`src/eeprom_seq_defines.vh`:
```
/*
  offsets, field positions, command codes and timing counts of the
  eeprom command sequencer. assumes a 32-bit classic wishbone slave with
  byte offsets and a 10 MHz system clock.
*/
`ifndef EEPROM_SEQ_DEFINES_VH
`define EEPROM_SEQ_DEFINES_VH

// ==========================================================
// register byte offsets
`define OFS_PARAM_INDEX   8'h00
`define OFS_PARAM_DATA    8'h04
`define OFS_STATUS        8'h08
`define OFS_CONFIG        8'h0C
`define OFS_ERR_STATUS    8'h10
`define OFS_ERR_CONFIG    8'h14
`define OFS_MODE_CTRL     8'h18
`define OFS_IRQ_STATUS    8'h1C
`define OFS_IRQ_MASK      8'h20

// ==========================================================
// status fields
`define ST_COMPLETE_BIT   7
`define ST_ACCESS_ERR_BIT 5
`define ST_PROTECT_BIT    4
`define ST_BUSY_BIT       3
`define ST_MARGIN_HI_BIT  1
`define ST_MARGIN_LO_BIT  0

// ==========================================================
// command codes and parameter indices
`define CMD_ERASE_VERIFY  8'h10
`define CMD_PROGRAM       8'h11
`define CMD_SECTOR_ERASE  8'h12
`define IDX_ADDR          3'h1
`define IDX_COUNT         3'h2
`define IDX_LAST_WORD     3'h5
`define EE_BLOCK_HI       2'h0
`define EE_LAST_WORD      16'h0FFE
`define EE_SECTOR_MASK    16'hFFFC

// ==========================================================
// timing, in nanoseconds, and the clock period
`define CLK_PERIOD_NS     100
`define PROG_TIME_NS      3000
`define ERASE_TIME_NS     20000
`define PROG_CYCLES  ((`PROG_TIME_NS + `CLK_PERIOD_NS - 1) / `CLK_PERIOD_NS)
`define ERASE_CYCLES ((`ERASE_TIME_NS + `CLK_PERIOD_NS - 1) / `CLK_PERIOD_NS)

`endif

```
`src/eeprom_command_sequencer_irq.v`:
```
/*
  command sequencer for the data eeprom: erase-verify section, program
  one to four words, sector erase, with status flags and interrupts.
  assumes a classic wishbone master and an eeprom array port that
  answers a read while mem_rd_o is high, with data and ecc flags.
*/
// Overview of operation
// - erase-verify code 10, slot 2 holds count
// - erase-verify checks blank, sets complete flag
// - erase-verify needs index 010 or access error
// - bad, odd or overrunning section gives access error
// - single read errors set margin hi, double set hi and lo
// - program code 11, words in slots 2..5
// - launch index sets word count, range 010..101
// - overrunning, invalid or odd address gives access error
// - protected area blocks program, sets violation flag
// - program verifies words, margin bits, then complete
// - sector erase code 12, index must be 001
// - sector erase then blank verify, then complete
// - command not allowed in mode gives access error
// - command irq when complete flag and enable
// - error irq from ecc fault flags with enables
// - wait mode leaves running command untouched
// - stop waits until running command finishes
`include "eeprom_seq_defines.vh"
`timescale 1ns/1ps
`default_nettype none

module eeprom_command_sequencer_irq (
  input  wire        clk_i,
  input  wire        rst_i,
  input  wire        cyc_i,
  input  wire        stb_i,
  input  wire        we_i,
  input  wire [7:0]  adr_i,
  input  wire [3:0]  sel_i,
  input  wire [31:0] dat_i,
  output wire [31:0] dat_o,
  output wire        ack_o,
  input  wire        cmd_allowed_i,
  input  wire        area_protected_i,
  input  wire        stop_req_i,
  output wire        stop_ack_o,
  output reg         mem_rd_o,
  output reg         mem_wr_o,
  output reg         mem_erase_o,
  output reg  [15:0] mem_addr_o,
  output reg  [15:0] mem_wdata_o,
  input  wire [15:0] mem_rdata_i,
  input  wire        mem_ecc_single_i,
  input  wire        mem_ecc_double_i,
  output wire        cmd_irq_o,
  output wire        err_irq_o,
  output wire        irq_o
);

  // ==========================================================
  // states
  localparam [5:0] S_IDLE  = 6'h01;
  localparam [5:0] S_READ  = 6'h02;
  localparam [5:0] S_CHECK = 6'h04;
  localparam [5:0] S_PROG  = 6'h08;
  localparam [5:0] S_ERASE = 6'h10;
  localparam [5:0] S_DONE  = 6'h20;
  localparam [31:0] PROG_CYC  = `PROG_CYCLES;
  localparam [31:0] ERASE_CYC = `ERASE_CYCLES;
  localparam [15:0] PROG_CNT  = PROG_CYC[15:0];
  localparam [15:0] ERASE_CNT = ERASE_CYC[15:0];

  reg  [15:0] command_param_bank [0:5];
  reg  [2:0]  param_index_ff;
  reg  [5:0]  state_ff;
  reg  [7:0]  cmd_ff;
  reg  [15:0] addr_ff;
  reg  [15:0] left_ff;
  reg  [2:0]  word_ff;
  reg  [15:0] timer_ff;
  reg         cmd_complete_flag_ff;
  reg         access_error_flag_ff;
  reg         protect_violation_flag_ff;
  reg  [1:0]  margin_status_ff;
  reg         cmd_complete_irq_en_ff;
  reg         double_fault_flag_ff;
  reg         single_fault_flag_ff;
  reg         double_fault_irq_en_ff;
  reg         single_fault_irq_en_ff;
  reg         wait_mode_ff;
  reg  [2:0]  irq_status_ff;
  reg  [2:0]  irq_mask_ff;
  reg         ack_ff;
  reg  [31:0] dat_ff;
  reg         cmd_done_prev_ff;

  // ==========================================================
  // bus decode; one-cycle registered ack
  wire req     = cyc_i & stb_i & ~ack_ff;
  wire wr_lo   = req & we_i & sel_i[0];
  wire wr_hi   = req & we_i & sel_i[1];
  wire wr_stat = wr_lo & (adr_i == `OFS_STATUS);
  wire launch  = wr_stat & dat_i[`ST_COMPLETE_BIT] & cmd_complete_flag_ff;
  assign ack_o = ack_ff;
  assign dat_o = dat_ff;

  // ==========================================================
  // launch checks
  wire [15:0] p0     = command_param_bank[0];
  wire [15:0] p1     = command_param_bank[1];
  wire [7:0]  code   = p0[15:8];
  wire        bad_hi = (p0[1:0] != `EE_BLOCK_HI);
  wire        odd    = p1[0];
  wire [15:0] ev_end = p1 + {command_param_bank[2][14:0], 1'b0} - 16'h0002;
  wire [15:0] pg_end = p1 + {12'h000, param_index_ff - `IDX_COUNT, 1'b0};
  wire        ev_err = (param_index_ff != `IDX_COUNT) |
                       (command_param_bank[2] == 16'h0000) |
                       (ev_end > `EE_LAST_WORD) | (ev_end < p1);
  wire        pg_err = (param_index_ff < `IDX_COUNT) |
                       (param_index_ff > `IDX_LAST_WORD) |
                       (p1 > `EE_LAST_WORD) |
                       (pg_end > `EE_LAST_WORD);
  wire        se_err = (param_index_ff != `IDX_ADDR) |
                       (p1 > `EE_LAST_WORD);
  wire        known  = (code == `CMD_ERASE_VERIFY) |
                       (code == `CMD_PROGRAM) |
                       (code == `CMD_SECTOR_ERASE);
  reg         acc_err;
  always @* begin
    case (code)
      `CMD_ERASE_VERIFY: acc_err = ev_err;
      `CMD_PROGRAM:      acc_err = pg_err;
      `CMD_SECTOR_ERASE: acc_err = se_err;
      default:           acc_err = 1'b1;
    endcase
    // mode filter and common address checks
    acc_err = acc_err | ~cmd_allowed_i | bad_hi | odd | ~known;
  end
  wire prot_err = ~acc_err & area_protected_i &
                  (code != `CMD_ERASE_VERIFY);

  // ==========================================================
  // sequencer; wait mode is only a flag, nothing here looks at it
  wire blank_fail = (mem_rdata_i != 16'hFFFF);
  wire rd_err     = mem_ecc_single_i | mem_ecc_double_i;
  wire cmd_done   = cmd_complete_flag_ff;
  always @(posedge clk_i) begin
    if (rst_i) begin
      state_ff                  <= S_IDLE;
      cmd_ff                    <= 8'h00;
      addr_ff                   <= 16'h0000;
      left_ff                   <= 16'h0000;
      word_ff                   <= 3'h0;
      timer_ff                  <= 16'h0000;
      cmd_complete_flag_ff      <= 1'b1;
      access_error_flag_ff      <= 1'b0;
      protect_violation_flag_ff <= 1'b0;
      margin_status_ff          <= 2'h0;
      double_fault_flag_ff      <= 1'b0;
      single_fault_flag_ff      <= 1'b0;
      mem_rd_o                  <= 1'b0;
      mem_wr_o                  <= 1'b0;
      mem_erase_o               <= 1'b0;
      mem_addr_o                <= 16'h0000;
      mem_wdata_o               <= 16'h0000;
    end else begin
      mem_rd_o    <= 1'b0;
      mem_wr_o    <= 1'b0;
      mem_erase_o <= 1'b0;
      // error flags clear on write-one; a flag set in the same cycle wins
      if (wr_stat & dat_i[`ST_ACCESS_ERR_BIT])
        access_error_flag_ff <= 1'b0;
      if (wr_stat & dat_i[`ST_PROTECT_BIT])
        protect_violation_flag_ff <= 1'b0;
      if (wr_lo & (adr_i == `OFS_ERR_STATUS)) begin
        if (dat_i[1])
          double_fault_flag_ff <= 1'b0;
        if (dat_i[0])
          single_fault_flag_ff <= 1'b0;
      end
      case (state_ff)
        S_IDLE: begin
          if (launch) begin
            cmd_complete_flag_ff <= 1'b0;
            margin_status_ff     <= 2'h0;
            cmd_ff               <= code;
            word_ff              <= 3'h2;
            if (acc_err | prot_err) begin
              access_error_flag_ff      <= acc_err;
              protect_violation_flag_ff <= prot_err;
              state_ff <= S_DONE;
            end else if (code == `CMD_SECTOR_ERASE) begin
              addr_ff     <= p1 & `EE_SECTOR_MASK;
              mem_addr_o  <= p1 & `EE_SECTOR_MASK;
              mem_erase_o <= 1'b1;
              left_ff     <= 16'h0002;
              timer_ff    <= ERASE_CNT;
              state_ff    <= S_ERASE;
            end else if (code == `CMD_PROGRAM) begin
              addr_ff     <= p1;
              mem_addr_o  <= p1;
              mem_wdata_o <= command_param_bank[2];
              mem_wr_o    <= 1'b1;
              left_ff     <= {13'h0000, param_index_ff - 3'h1};
              timer_ff    <= PROG_CNT;
              state_ff    <= S_PROG;
            end else begin
              addr_ff    <= p1;
              mem_addr_o <= p1;
              mem_rd_o   <= 1'b1;
              left_ff    <= command_param_bank[2];
              state_ff   <= S_CHECK;
            end
          end
        end
        S_PROG, S_ERASE: begin
          timer_ff <= timer_ff - 16'h0001;
          if (timer_ff == 16'h0001) begin
            mem_addr_o <= addr_ff;
            mem_rd_o   <= 1'b1;
            state_ff   <= S_CHECK;
          end
        end
        S_READ: begin
          mem_addr_o <= addr_ff;
          mem_rd_o   <= 1'b1;
          state_ff   <= S_CHECK;
        end
        S_CHECK: begin
          if (mem_ecc_double_i)
            double_fault_flag_ff <= 1'b1;
          if (mem_ecc_single_i)
            single_fault_flag_ff <= 1'b1;
          if (cmd_ff == `CMD_PROGRAM) begin
            if (mem_rdata_i != command_param_bank[word_ff] | rd_err)
              margin_status_ff[1] <= 1'b1;
          end else if (blank_fail | mem_ecc_double_i)
            margin_status_ff <= 2'h3;
          else if (mem_ecc_single_i)
            margin_status_ff[1] <= 1'b1;
          if (mem_ecc_double_i)
            margin_status_ff[0] <= 1'b1;
          addr_ff  <= addr_ff + 16'h0002;
          left_ff  <= left_ff - 16'h0001;
          if (left_ff == 16'h0001)
            state_ff <= S_DONE;
          else if (cmd_ff == `CMD_PROGRAM) begin
            // next word: program, then verify it
            word_ff     <= word_ff + 3'h1;
            mem_addr_o  <= addr_ff + 16'h0002;
            mem_wdata_o <= command_param_bank[word_ff + 3'h1];
            mem_wr_o    <= 1'b1;
            timer_ff    <= PROG_CNT;
            state_ff    <= S_PROG;
          end else
            state_ff <= S_READ;
        end
        S_DONE: begin
          cmd_complete_flag_ff <= 1'b1;
          state_ff             <= S_IDLE;
        end
        default: state_ff <= S_IDLE;
      endcase
    end
  end

  // ==========================================================
  // parameter bank, config registers, interrupt block
  always @(posedge clk_i) begin
    if (rst_i) begin
      param_index_ff         <= 3'h0;
      cmd_complete_irq_en_ff <= 1'b0;
      double_fault_irq_en_ff <= 1'b0;
      single_fault_irq_en_ff <= 1'b0;
      wait_mode_ff           <= 1'b0;
      irq_status_ff          <= 3'h0;
      irq_mask_ff            <= 3'h0;
      cmd_done_prev_ff       <= 1'b1;
      ack_ff                 <= 1'b0;
      dat_ff                 <= 32'h0000_0000;
    end else begin
      ack_ff           <= req;
      cmd_done_prev_ff <= cmd_done;
      // parameters only change while no command runs
      if (wr_lo & cmd_done & (adr_i == `OFS_PARAM_INDEX))
        param_index_ff <= dat_i[2:0];
      if (wr_lo & (adr_i == `OFS_CONFIG))
        cmd_complete_irq_en_ff <= dat_i[7];
      if (wr_lo & (adr_i == `OFS_ERR_CONFIG)) begin
        double_fault_irq_en_ff <= dat_i[1];
        single_fault_irq_en_ff <= dat_i[0];
      end
      if (wr_lo & (adr_i == `OFS_MODE_CTRL))
        wait_mode_ff <= dat_i[0];
      if (wr_lo & (adr_i == `OFS_IRQ_MASK))
        irq_mask_ff <= dat_i[2:0];
      // sticky events: set beats write-one clear
      irq_status_ff <= (irq_status_ff &
                        ~((wr_lo & (adr_i == `OFS_IRQ_STATUS)) ?
                          dat_i[2:0] : 3'h0)) |
                       {double_fault_flag_ff, single_fault_flag_ff,
                        cmd_done & ~cmd_done_prev_ff};
      case (adr_i)
        `OFS_PARAM_INDEX: dat_ff <= {29'h0, param_index_ff};
        `OFS_PARAM_DATA:
          dat_ff <= (param_index_ff > 3'h5) ? 32'h0 :
                    {16'h0, command_param_bank[param_index_ff]};
        `OFS_STATUS:
          dat_ff <= {24'h0, cmd_complete_flag_ff, 1'b0,
                     access_error_flag_ff, protect_violation_flag_ff,
                     ~cmd_done, 1'b0, margin_status_ff};
        `OFS_CONFIG:      dat_ff <= {24'h0, cmd_complete_irq_en_ff, 7'h0};
        `OFS_ERR_STATUS:
          dat_ff <= {30'h0, double_fault_flag_ff, single_fault_flag_ff};
        `OFS_ERR_CONFIG:
          dat_ff <= {30'h0, double_fault_irq_en_ff, single_fault_irq_en_ff};
        `OFS_MODE_CTRL:   dat_ff <= {31'h0, wait_mode_ff};
        `OFS_IRQ_STATUS:  dat_ff <= {29'h0, irq_status_ff};
        `OFS_IRQ_MASK:    dat_ff <= {29'h0, irq_mask_ff};
        default:          dat_ff <= 32'h0000_0000;
      endcase
    end
  end

  genvar g;
  generate
    for (g = 0; g < 6; g = g + 1) begin : g_bank
      always @(posedge clk_i) begin
        if (rst_i) begin
          command_param_bank[g] <= 16'h0000;
        end else if (cmd_done & (adr_i == `OFS_PARAM_DATA) &
                     (param_index_ff == g)) begin
          if (wr_lo)
            command_param_bank[g][7:0] <= dat_i[7:0];
          if (wr_hi)
            command_param_bank[g][15:8] <= dat_i[15:8];
        end
      end
    end
  endgenerate

  assign cmd_irq_o  = cmd_complete_flag_ff & cmd_complete_irq_en_ff;
  assign err_irq_o  = (double_fault_flag_ff & double_fault_irq_en_ff) |
                      (single_fault_flag_ff & single_fault_irq_en_ff);
  assign irq_o      = |(irq_status_ff & irq_mask_ff);
  // stop is granted only when no command is running
  assign stop_ack_o = stop_req_i & cmd_done;

endmodule // eeprom_command_sequencer_irq

`default_nettype wire

```
`config.mk`:
```
export PLATFORM = sky130hd
export DESIGN_NAME = eeprom_command_sequencer_irq
export DESIGN_NICKNAME = d
export VERILOG_FILES = /design/src/eeprom_command_sequencer_irq.v
export VERILOG_INCLUDE_DIRS = /design/src
export SDC_FILE = /design/constraint.sdc
export NUM_CORES = 1
export LEC_CHECK = 0
export CAP_MARGIN = 15
export CORE_MARGIN = 2
export CORE_UTILIZATION = 25
export DETAILED_ROUTE_END_ITERATION = 8
export DONT_BUFFER_PORTS = 1
export PLACE_DENSITY_LB_ADDON = 0.2
export SETUP_SLACK_MARGIN = 0.05
export SLEW_MARGIN = 10
export SYNTH_ARGS = -nofsm -noshare
export SYNTH_HDL_FRONTEND = slang
export SYNTH_SLANG_ARGS = --single-unit
```
`constraint.sdc`:
```
create_clock -name clk_i -period 6.1 [get_ports clk_i]
set_input_delay 0.915 -clock clk_i [delete_from_list [all_inputs] [get_ports clk_i]]
set_output_delay 0.915 -clock clk_i [all_outputs]
set_load 0.01 [all_outputs]
```
==> results of run 1 <==
power breakdown:
group / switching (µW) / internal [µW]
clock: 747 / 1080
sequential: 23.6 / 1690
combinational: 207 / 128
total: 977 / 2890
routing by layer:
layer / vias to the layer above / GRT usage [%]
li1: 5923 / -
met1: 6176 / 23.2
met2: 400 / 28.8
met3: 94 / 4.16
met4: 2 / 6.66
met5: - / 0
worst paths after layout:
kind,startpoint,to,slack (ns)
max,command_param_bank[1][2]$_SDFFCE_PN0P_,mem_addr_o[4]$_SDFFE_PP0P_,0.41
min,rst_i,timer_ff[10]$_SDFFE_PP0P_,0.41
max reg2reg,command_param_bank[1][2]$_SDFFCE_PN0P_,mem_addr_o[4]$_SDFFE_PP0P_,0.41
min reg2reg,cmd_ff[6]$_SDFFE_PP0P_,cmd_ff[6]$_SDFFE_PP0P_,0.45
sequential cells by signal, indices dropped and copies added (netlist names), 6 cells and up, named ones only:
signal	cells
state_ff	6
mem_addr_o	16
command_param_bank	96
mem_wdata_o	16
addr_ff	16
dat_o	16
left_ff	16
cmd_ff	8
timer_ff	16
cells in the mapped netlist (17+ instances only):
cell / n
nor2_1: 160
dfxtp_1: 144
a21oi_1: 131
nand2_1: 111
and2_1: 106
edfxtp_1: 96
inv_1: 81
clkbuf_1: 71
a211oi_1: 63
ha_1: 59
o21ai_0: 58
mux2i_1: 53
mux4_2: 48
nor3_1: 48
nand3_1: 32
xnor2_1: 27
nor4_1: 26
o211ai_1: 19
nand4_1: 18
buf_4: 17
worst reg2reg max path, delay by kind of cell, from the launching register on:
family | cells | cell delay (ns)
DFF | 1 | 0.34
and+or+nand+nor | 3 | 0.61
AOI/OAI and AO/OA | 9 | 2.83
buffers and inverters | 3 | 0.34
muxes | 1 | 0.36
adders and majority gates | 4 | 1.11
area by class of cell:
| class | instances | share of cell area, % |
|---|---|---|
| clock buffers | 40 | 5.16 |
| clock inverters | 15 | 0.773 |
| inverters | 81 | 1.81 |
| multi-input cells | 1192 | 49.5 |
| flip-flops and latches | 240 | 34.3 |
| well taps | 773 | 5.74 |
| repair buffers | 62 | 2.77 |
through the flow:
stage	cells	instance area, µm²	power (µW)	util [%]
after CTS	2402	16800	3910	28.6
after global placement	2346	15800	2070	26.9
final	2403	16800	3870	28.6
after global routing	2403	16800	4010	28.6
after detailed placement	2347	15800	2080	26.9
after floorplan	1621	14900	1980	-
cells by family (layout without fill, tap and decap cells):
logic type      after synthesis  count (layout)  share of synthesized area, %
simple gates                584             584                          20.1
compound gates              392             392                          17.3
flops                       240             240                          38.9
buf+inv                     189             198                          5.37
mux                         104             104                          11.1
fa+ha+maj                    60              60                          5.11
xor+xnor                     36              36                          2.13
other cells                   1              16                        0.0253
repair_timing:
| action | in CTS | in global routing |
|---|---|---|
| gates resized for setup | 0 | 1 |
| hold endpoints to repair | 0 | 0 |
| setup endpoints to repair | 0 | 2 |
==> impl_metrics.ini, run 1 <==
[critical_path]
slowest_delay_ns = 0.44
crit_top_cell = ha_1
crit_fanout = 16
arrival_ns = 6.17
worst_ep_required_time_ns = 6.58
crit_buf_inv = 3
worstRegToRegCells = 20
worstSetupStartpointType = register
crit_slowest_cell = fa_1
crit_cells = 20
critPathTopFamily = compound AO/OA/AOI/OAI gates
crit_chain = inv_1, ha_1, inv_1, ha_1, fa_1, a211oi_1, o2111ai_1, and3_1, o31ai_1, ha_1, nand4_1, a2111oi_0, o41a_1, o311ai_0, a211o_1, o21ai_0, a31oi_1, nor3_2, buf_4, mux2_2
worstSetupPathType = reg2reg
cp-end-kind = register

[sta]
setup_ws_ns = 0.410
fin_crit_ns = 5.69
setup_viol = 0
fin_crit_sh_pct = 93.3
hold-worst-slack_ns = 0.408
relSlewSlack_pct = 20.7
skew_ns = 0.0218
final-max-slew-violation-count = 0
fmax_mhz = 176
final.setup.tns_ns = 0
finalHoldViolations = 0
worst_pin_slew_ns = 1.19
rsz0062_at_grt = false

[synthesis]
synth-seq-cells = 240
synth_ff_type = dfxtp_1
ys_async_sr_fraction_pct = 0
avgSynthCellArea_um2 = 9.23
synth_edf_count = 96
syn-instance-count = 1606
synthTopCellsByArea = dfxtp_1 19%, edfxtp_1 19%, mux4_2 7.3%
yosysWarnings = 0
ys_seq_area_share_pct = 38.9
syn_area_um2 = 14800
synth.distinct_cells = 80
synth_top_area_share_pct = 19.4
yosys.area.top_type = dfxtp_1

[worst_hold_path]
hp-class = in2reg
worstHoldPathCells = 1

[layout]
seqCellArea_um2 = 5770
drive_gt1_share_pct = 11.9
final_common_cell = nor2_1
area_delta_synth_final_pct = 13.6
nets = 1737
multi_input_area_um2 = 8340
fillerInstances = 6266
diodes = 0
final_cell_mix = 160 x nor2_1, 141 x dfxtp_1, 131 x a21oi_1

[global_route]
grt_pass1_wl_um = 81300
overflow = 0
antenna_found_initial = 4
grt_start_max_net_pins = 115
grt_pass1_vias = 12360
track_usage_pct = 17.9

[floorplan]
start_util_pct = 25.2
die_area_um2 = 61300
io_pins = 142
die_h_um = 248
core_area_um2 = 58800
die_x_um = 248
rows = 89

[clock_network]
post_cts_buffers = 0
numClockSinks = 240
clk_pin_slew_ns = 0.06
cts_tree = built
clockRootBuffer = clkbuf_16
cts-htree-levels = 1
hold_buffers = 0
clockBufferDepth = 3
insertion_delay_ns = 0.60
cts_buffers = 30

[routing]
drtIter0Drc = 1052
totalWireLength_um = 55600
route.met3.wl_um = 4050
dr_total_vias = 12595
drc = 0
ant_nets = 0
top_layer_used = met5
m1WireLength_um = 24100
wl_met2_um = 25300
wl_per_cell_um = 23.1
drtPass1Iterations = 7
drt-vias-per-instance = 5.24

[placed_design]
gp_congestion = 0.879
pre_cts_ws_ns = 0.398
dpl.hpwl_um = 41300
port_buffers = 0

[power]
p_leak_uw = 0.00583
ir_drop_v = 0.000202
p_per_area_nw_per_um2 = 230

[run]
drv_cap = 0

[run_status]
status = finished clean
Note: power is estimated with default switching activity, not from simulation.
==> run 2, diff against run 1 <==
Settings changed: PLACE_DENSITY_LB_ADDON 0.2 to not set, RECOVER_POWER set to 50, REMOVE_ABC_BUFFERS set to 1.
==> impl_metrics.ini, run 2 (synthesis gave the netlist of run 1 again) <==
[floorplan]
core_area_um2 = 58800
die_x_um = 248
die_area_um2 = 61300
die_h_um = 248
rows = 89
start_util_pct = 25.2
io_pins = 142

[sta]
fin_crit_ns = 5.61
final-max-slew-violation-count = 76
skew_ns = 0.0286
relSlewSlack_pct = -53.2
worst_pin_slew_ns = 2.30
final.setup.tns_ns = 0
setup_viol = 0
fmax_mhz = 178
fin_crit_sh_pct = 91.9
setup_ws_ns = 0.494
hold-worst-slack_ns = 0.402
finalHoldViolations = 0
rsz0062_at_grt = false

[critical_path]
arrival_ns = 6.09
crit_chain = inv_1, ha_1, inv_1, ha_1, fa_1, a211oi_1, o2111ai_1, and3_1, o31ai_1, ha_1, nand4_1, a2111oi_1, o41a_1, o311ai_0, a211o_1, o21a_1, o31ai_1, buf_4, a21oi_1, a211oi_1
critPathTopFamily = compound AO/OA/AOI/OAI gates
cp-end-kind = register
startpoint = command_param_bank[2][1]$_SDFFCE_PN0P_
worstReg2RegEnd = mem_addr_o[15]$_SDFFE_PP0P_
crit_top_cell = ha_1
slowest_delay_ns = 0.48
worstRegToRegCells = 20
reg2reg_from = command_param_bank[2][1]$_SDFFCE_PN0P_
worst_ep_required_time_ns = 6.58
ff2ff_setup_slack_ns = 0.49
crit_slowest_cell = edfxtp_1
worstSetupPathType = reg2reg
crit_fanout = 12
worstSetupStartpointType = register
crit_buf_inv = 3

[run_status]
status = finished, violations left
violations = capacitance limit, slew limit

[worst_hold_path]
min_from = rst_i
worstHoldPathCells = 1
worstHoldEndpoint = mem_wdata_o[7]$_SDFFE_PP0P_
hp-class = in2reg

[layout]
area_delta_synth_final_pct = 13.7
diodes = 0
drive_gt1_share_pct = 11.0
nets = 1722
regMostFlops = command_param_bank
fillerInstances = 6149
final_core_utilization_pct = 28.7
final_common_cell = nor2_1
largest_reg_flops = 96
final_cell_mix = 160 x nor2_1, 141 x dfxtp_1, 131 x a21oi_1

[global_route]
track_usage_pct = 15.8
grt_util_met1_pct = 21.4
grtUsageMet2_pct = 25.2
grt_pass1_wl_um = 75000
antenna_found_initial = 1
grt_pass1_vias = 12461
gr-usage-met3_pct = 3.62
overflow = 0
grt_start_max_net_pins = 115
grt_busiest_layer = met2

[routing]
ant_nets = 0
drt-vias-per-instance = 5.44
drtPass1Iterations = 6
totalWireLength_um = 49400
dr_total_vias = 12981
drtIter0Drc = 1399
wl_per_cell_um = 20.7
drc = 0

[power]
ir_drop_v = 0.000200
p_per_area_nw_per_um2 = 237
power_uw = 3990
p_leak_uw = 0.00574

[placed_design]
pre_cts_ws_ns = 0.466
dpl.hpwl_um = 36400
gp_congestion = 0.906
port_buffers = 0

[clock_network]
hold_buffers = 0
cts_tree = built
post_cts_buffers = 0
insertion_delay_ns = 0.59
clockBufferDepth = 3
numClockSinks = 240
clk_pin_slew_ns = 0.06
cts-htree-levels = 1
cts_buffers = 28
clockRootBuffer = clkbuf_16
ctsResizeCount = 0

[run]
drv_cap = 2
## run 2: per-layer routing
layer | wire length (µm) | share of wire [%] | vias to the layer above
li1 | - | - | 5896
met1 | 20500 | 42 | 6311
met2 | 22500 | 46 | 677
met3 | 4920 | 9.9 | 95
met4 | 1420 | 2.9 | 2
met5 | 16 | 0.032 | -
## run 2: worst max path at each step
stage	to	slack, ns	depth (start not counted)
6_report	mem_addr_o[15]$_SDFFE_PP0P_	0.49	20
2_1_floorplan	mem_addr_o[0]$_SDFFE_PP0P_	0.78	19
3_3_place_gp	mem_addr_o[7]$_SDFFE_PP0P_	0.51	19
4_1_cts	mem_addr_o[15]$_SDFFE_PP0P_	0.44	20
3_5_place_dp	mem_addr_o[15]$_SDFFE_PP0P_	0.47	20
5_1_grt	mem_addr_o[15]$_SDFFE_PP0P_	0.07	20
## run 2: cell type report
type	instances	area (µm²)	area share (%)
sequential	240	5770	34.2
inverter	81	304	1.80
clock buffer	36	801	4.75
timing repair buffer	49	387	2.29
tap	773	967	5.74
multi-input combinational	1192	8340	49.5
clock inverter	16	290	1.72
## run 2: stage by stage
| step | area (µm²) | std cells |
|---|---|---|
| 2_1_floorplan | 14400 | 1513 |
| 3_3_place_gp | 15700 | 2332 |
| 3_5_place_dp | 15700 | 2333 |
| 4_1_cts | 16800 | 2385 |
| 5_1_grt | 16900 | 2387 |
| 6_report | 16900 | 2387 |
## run 2: worst reg2reg max path, stage by stage, from the launching register on
cell	delay, ns
edfxtp_1	0.48
inv_1	0.08
ha_1	0.28
inv_1	0.04
ha_1	0.23
fa_1	0.44
a211oi_1	0.34
o2111ai_1	0.30
and3_1	0.30
o31ai_1	0.34
ha_1	0.18
nand4_1	0.17
a2111oi_1	0.37
o41a_1	0.21
o311ai_0	0.15
a211o_1	0.35
o21a_1	0.26
o31ai_1	0.37
buf_4	0.27
a21oi_1	0.09
a211oi_1	0.25
## run 2: where the power goes
| part | switching [µW] | internal [µW] | total [µW] |
|---|---|---|---|
| registers | 28.4 | 1690 | 1720 |
| logic | 187 | 124 | 310 |
| clock network | 737 | 1230 | 1960 |
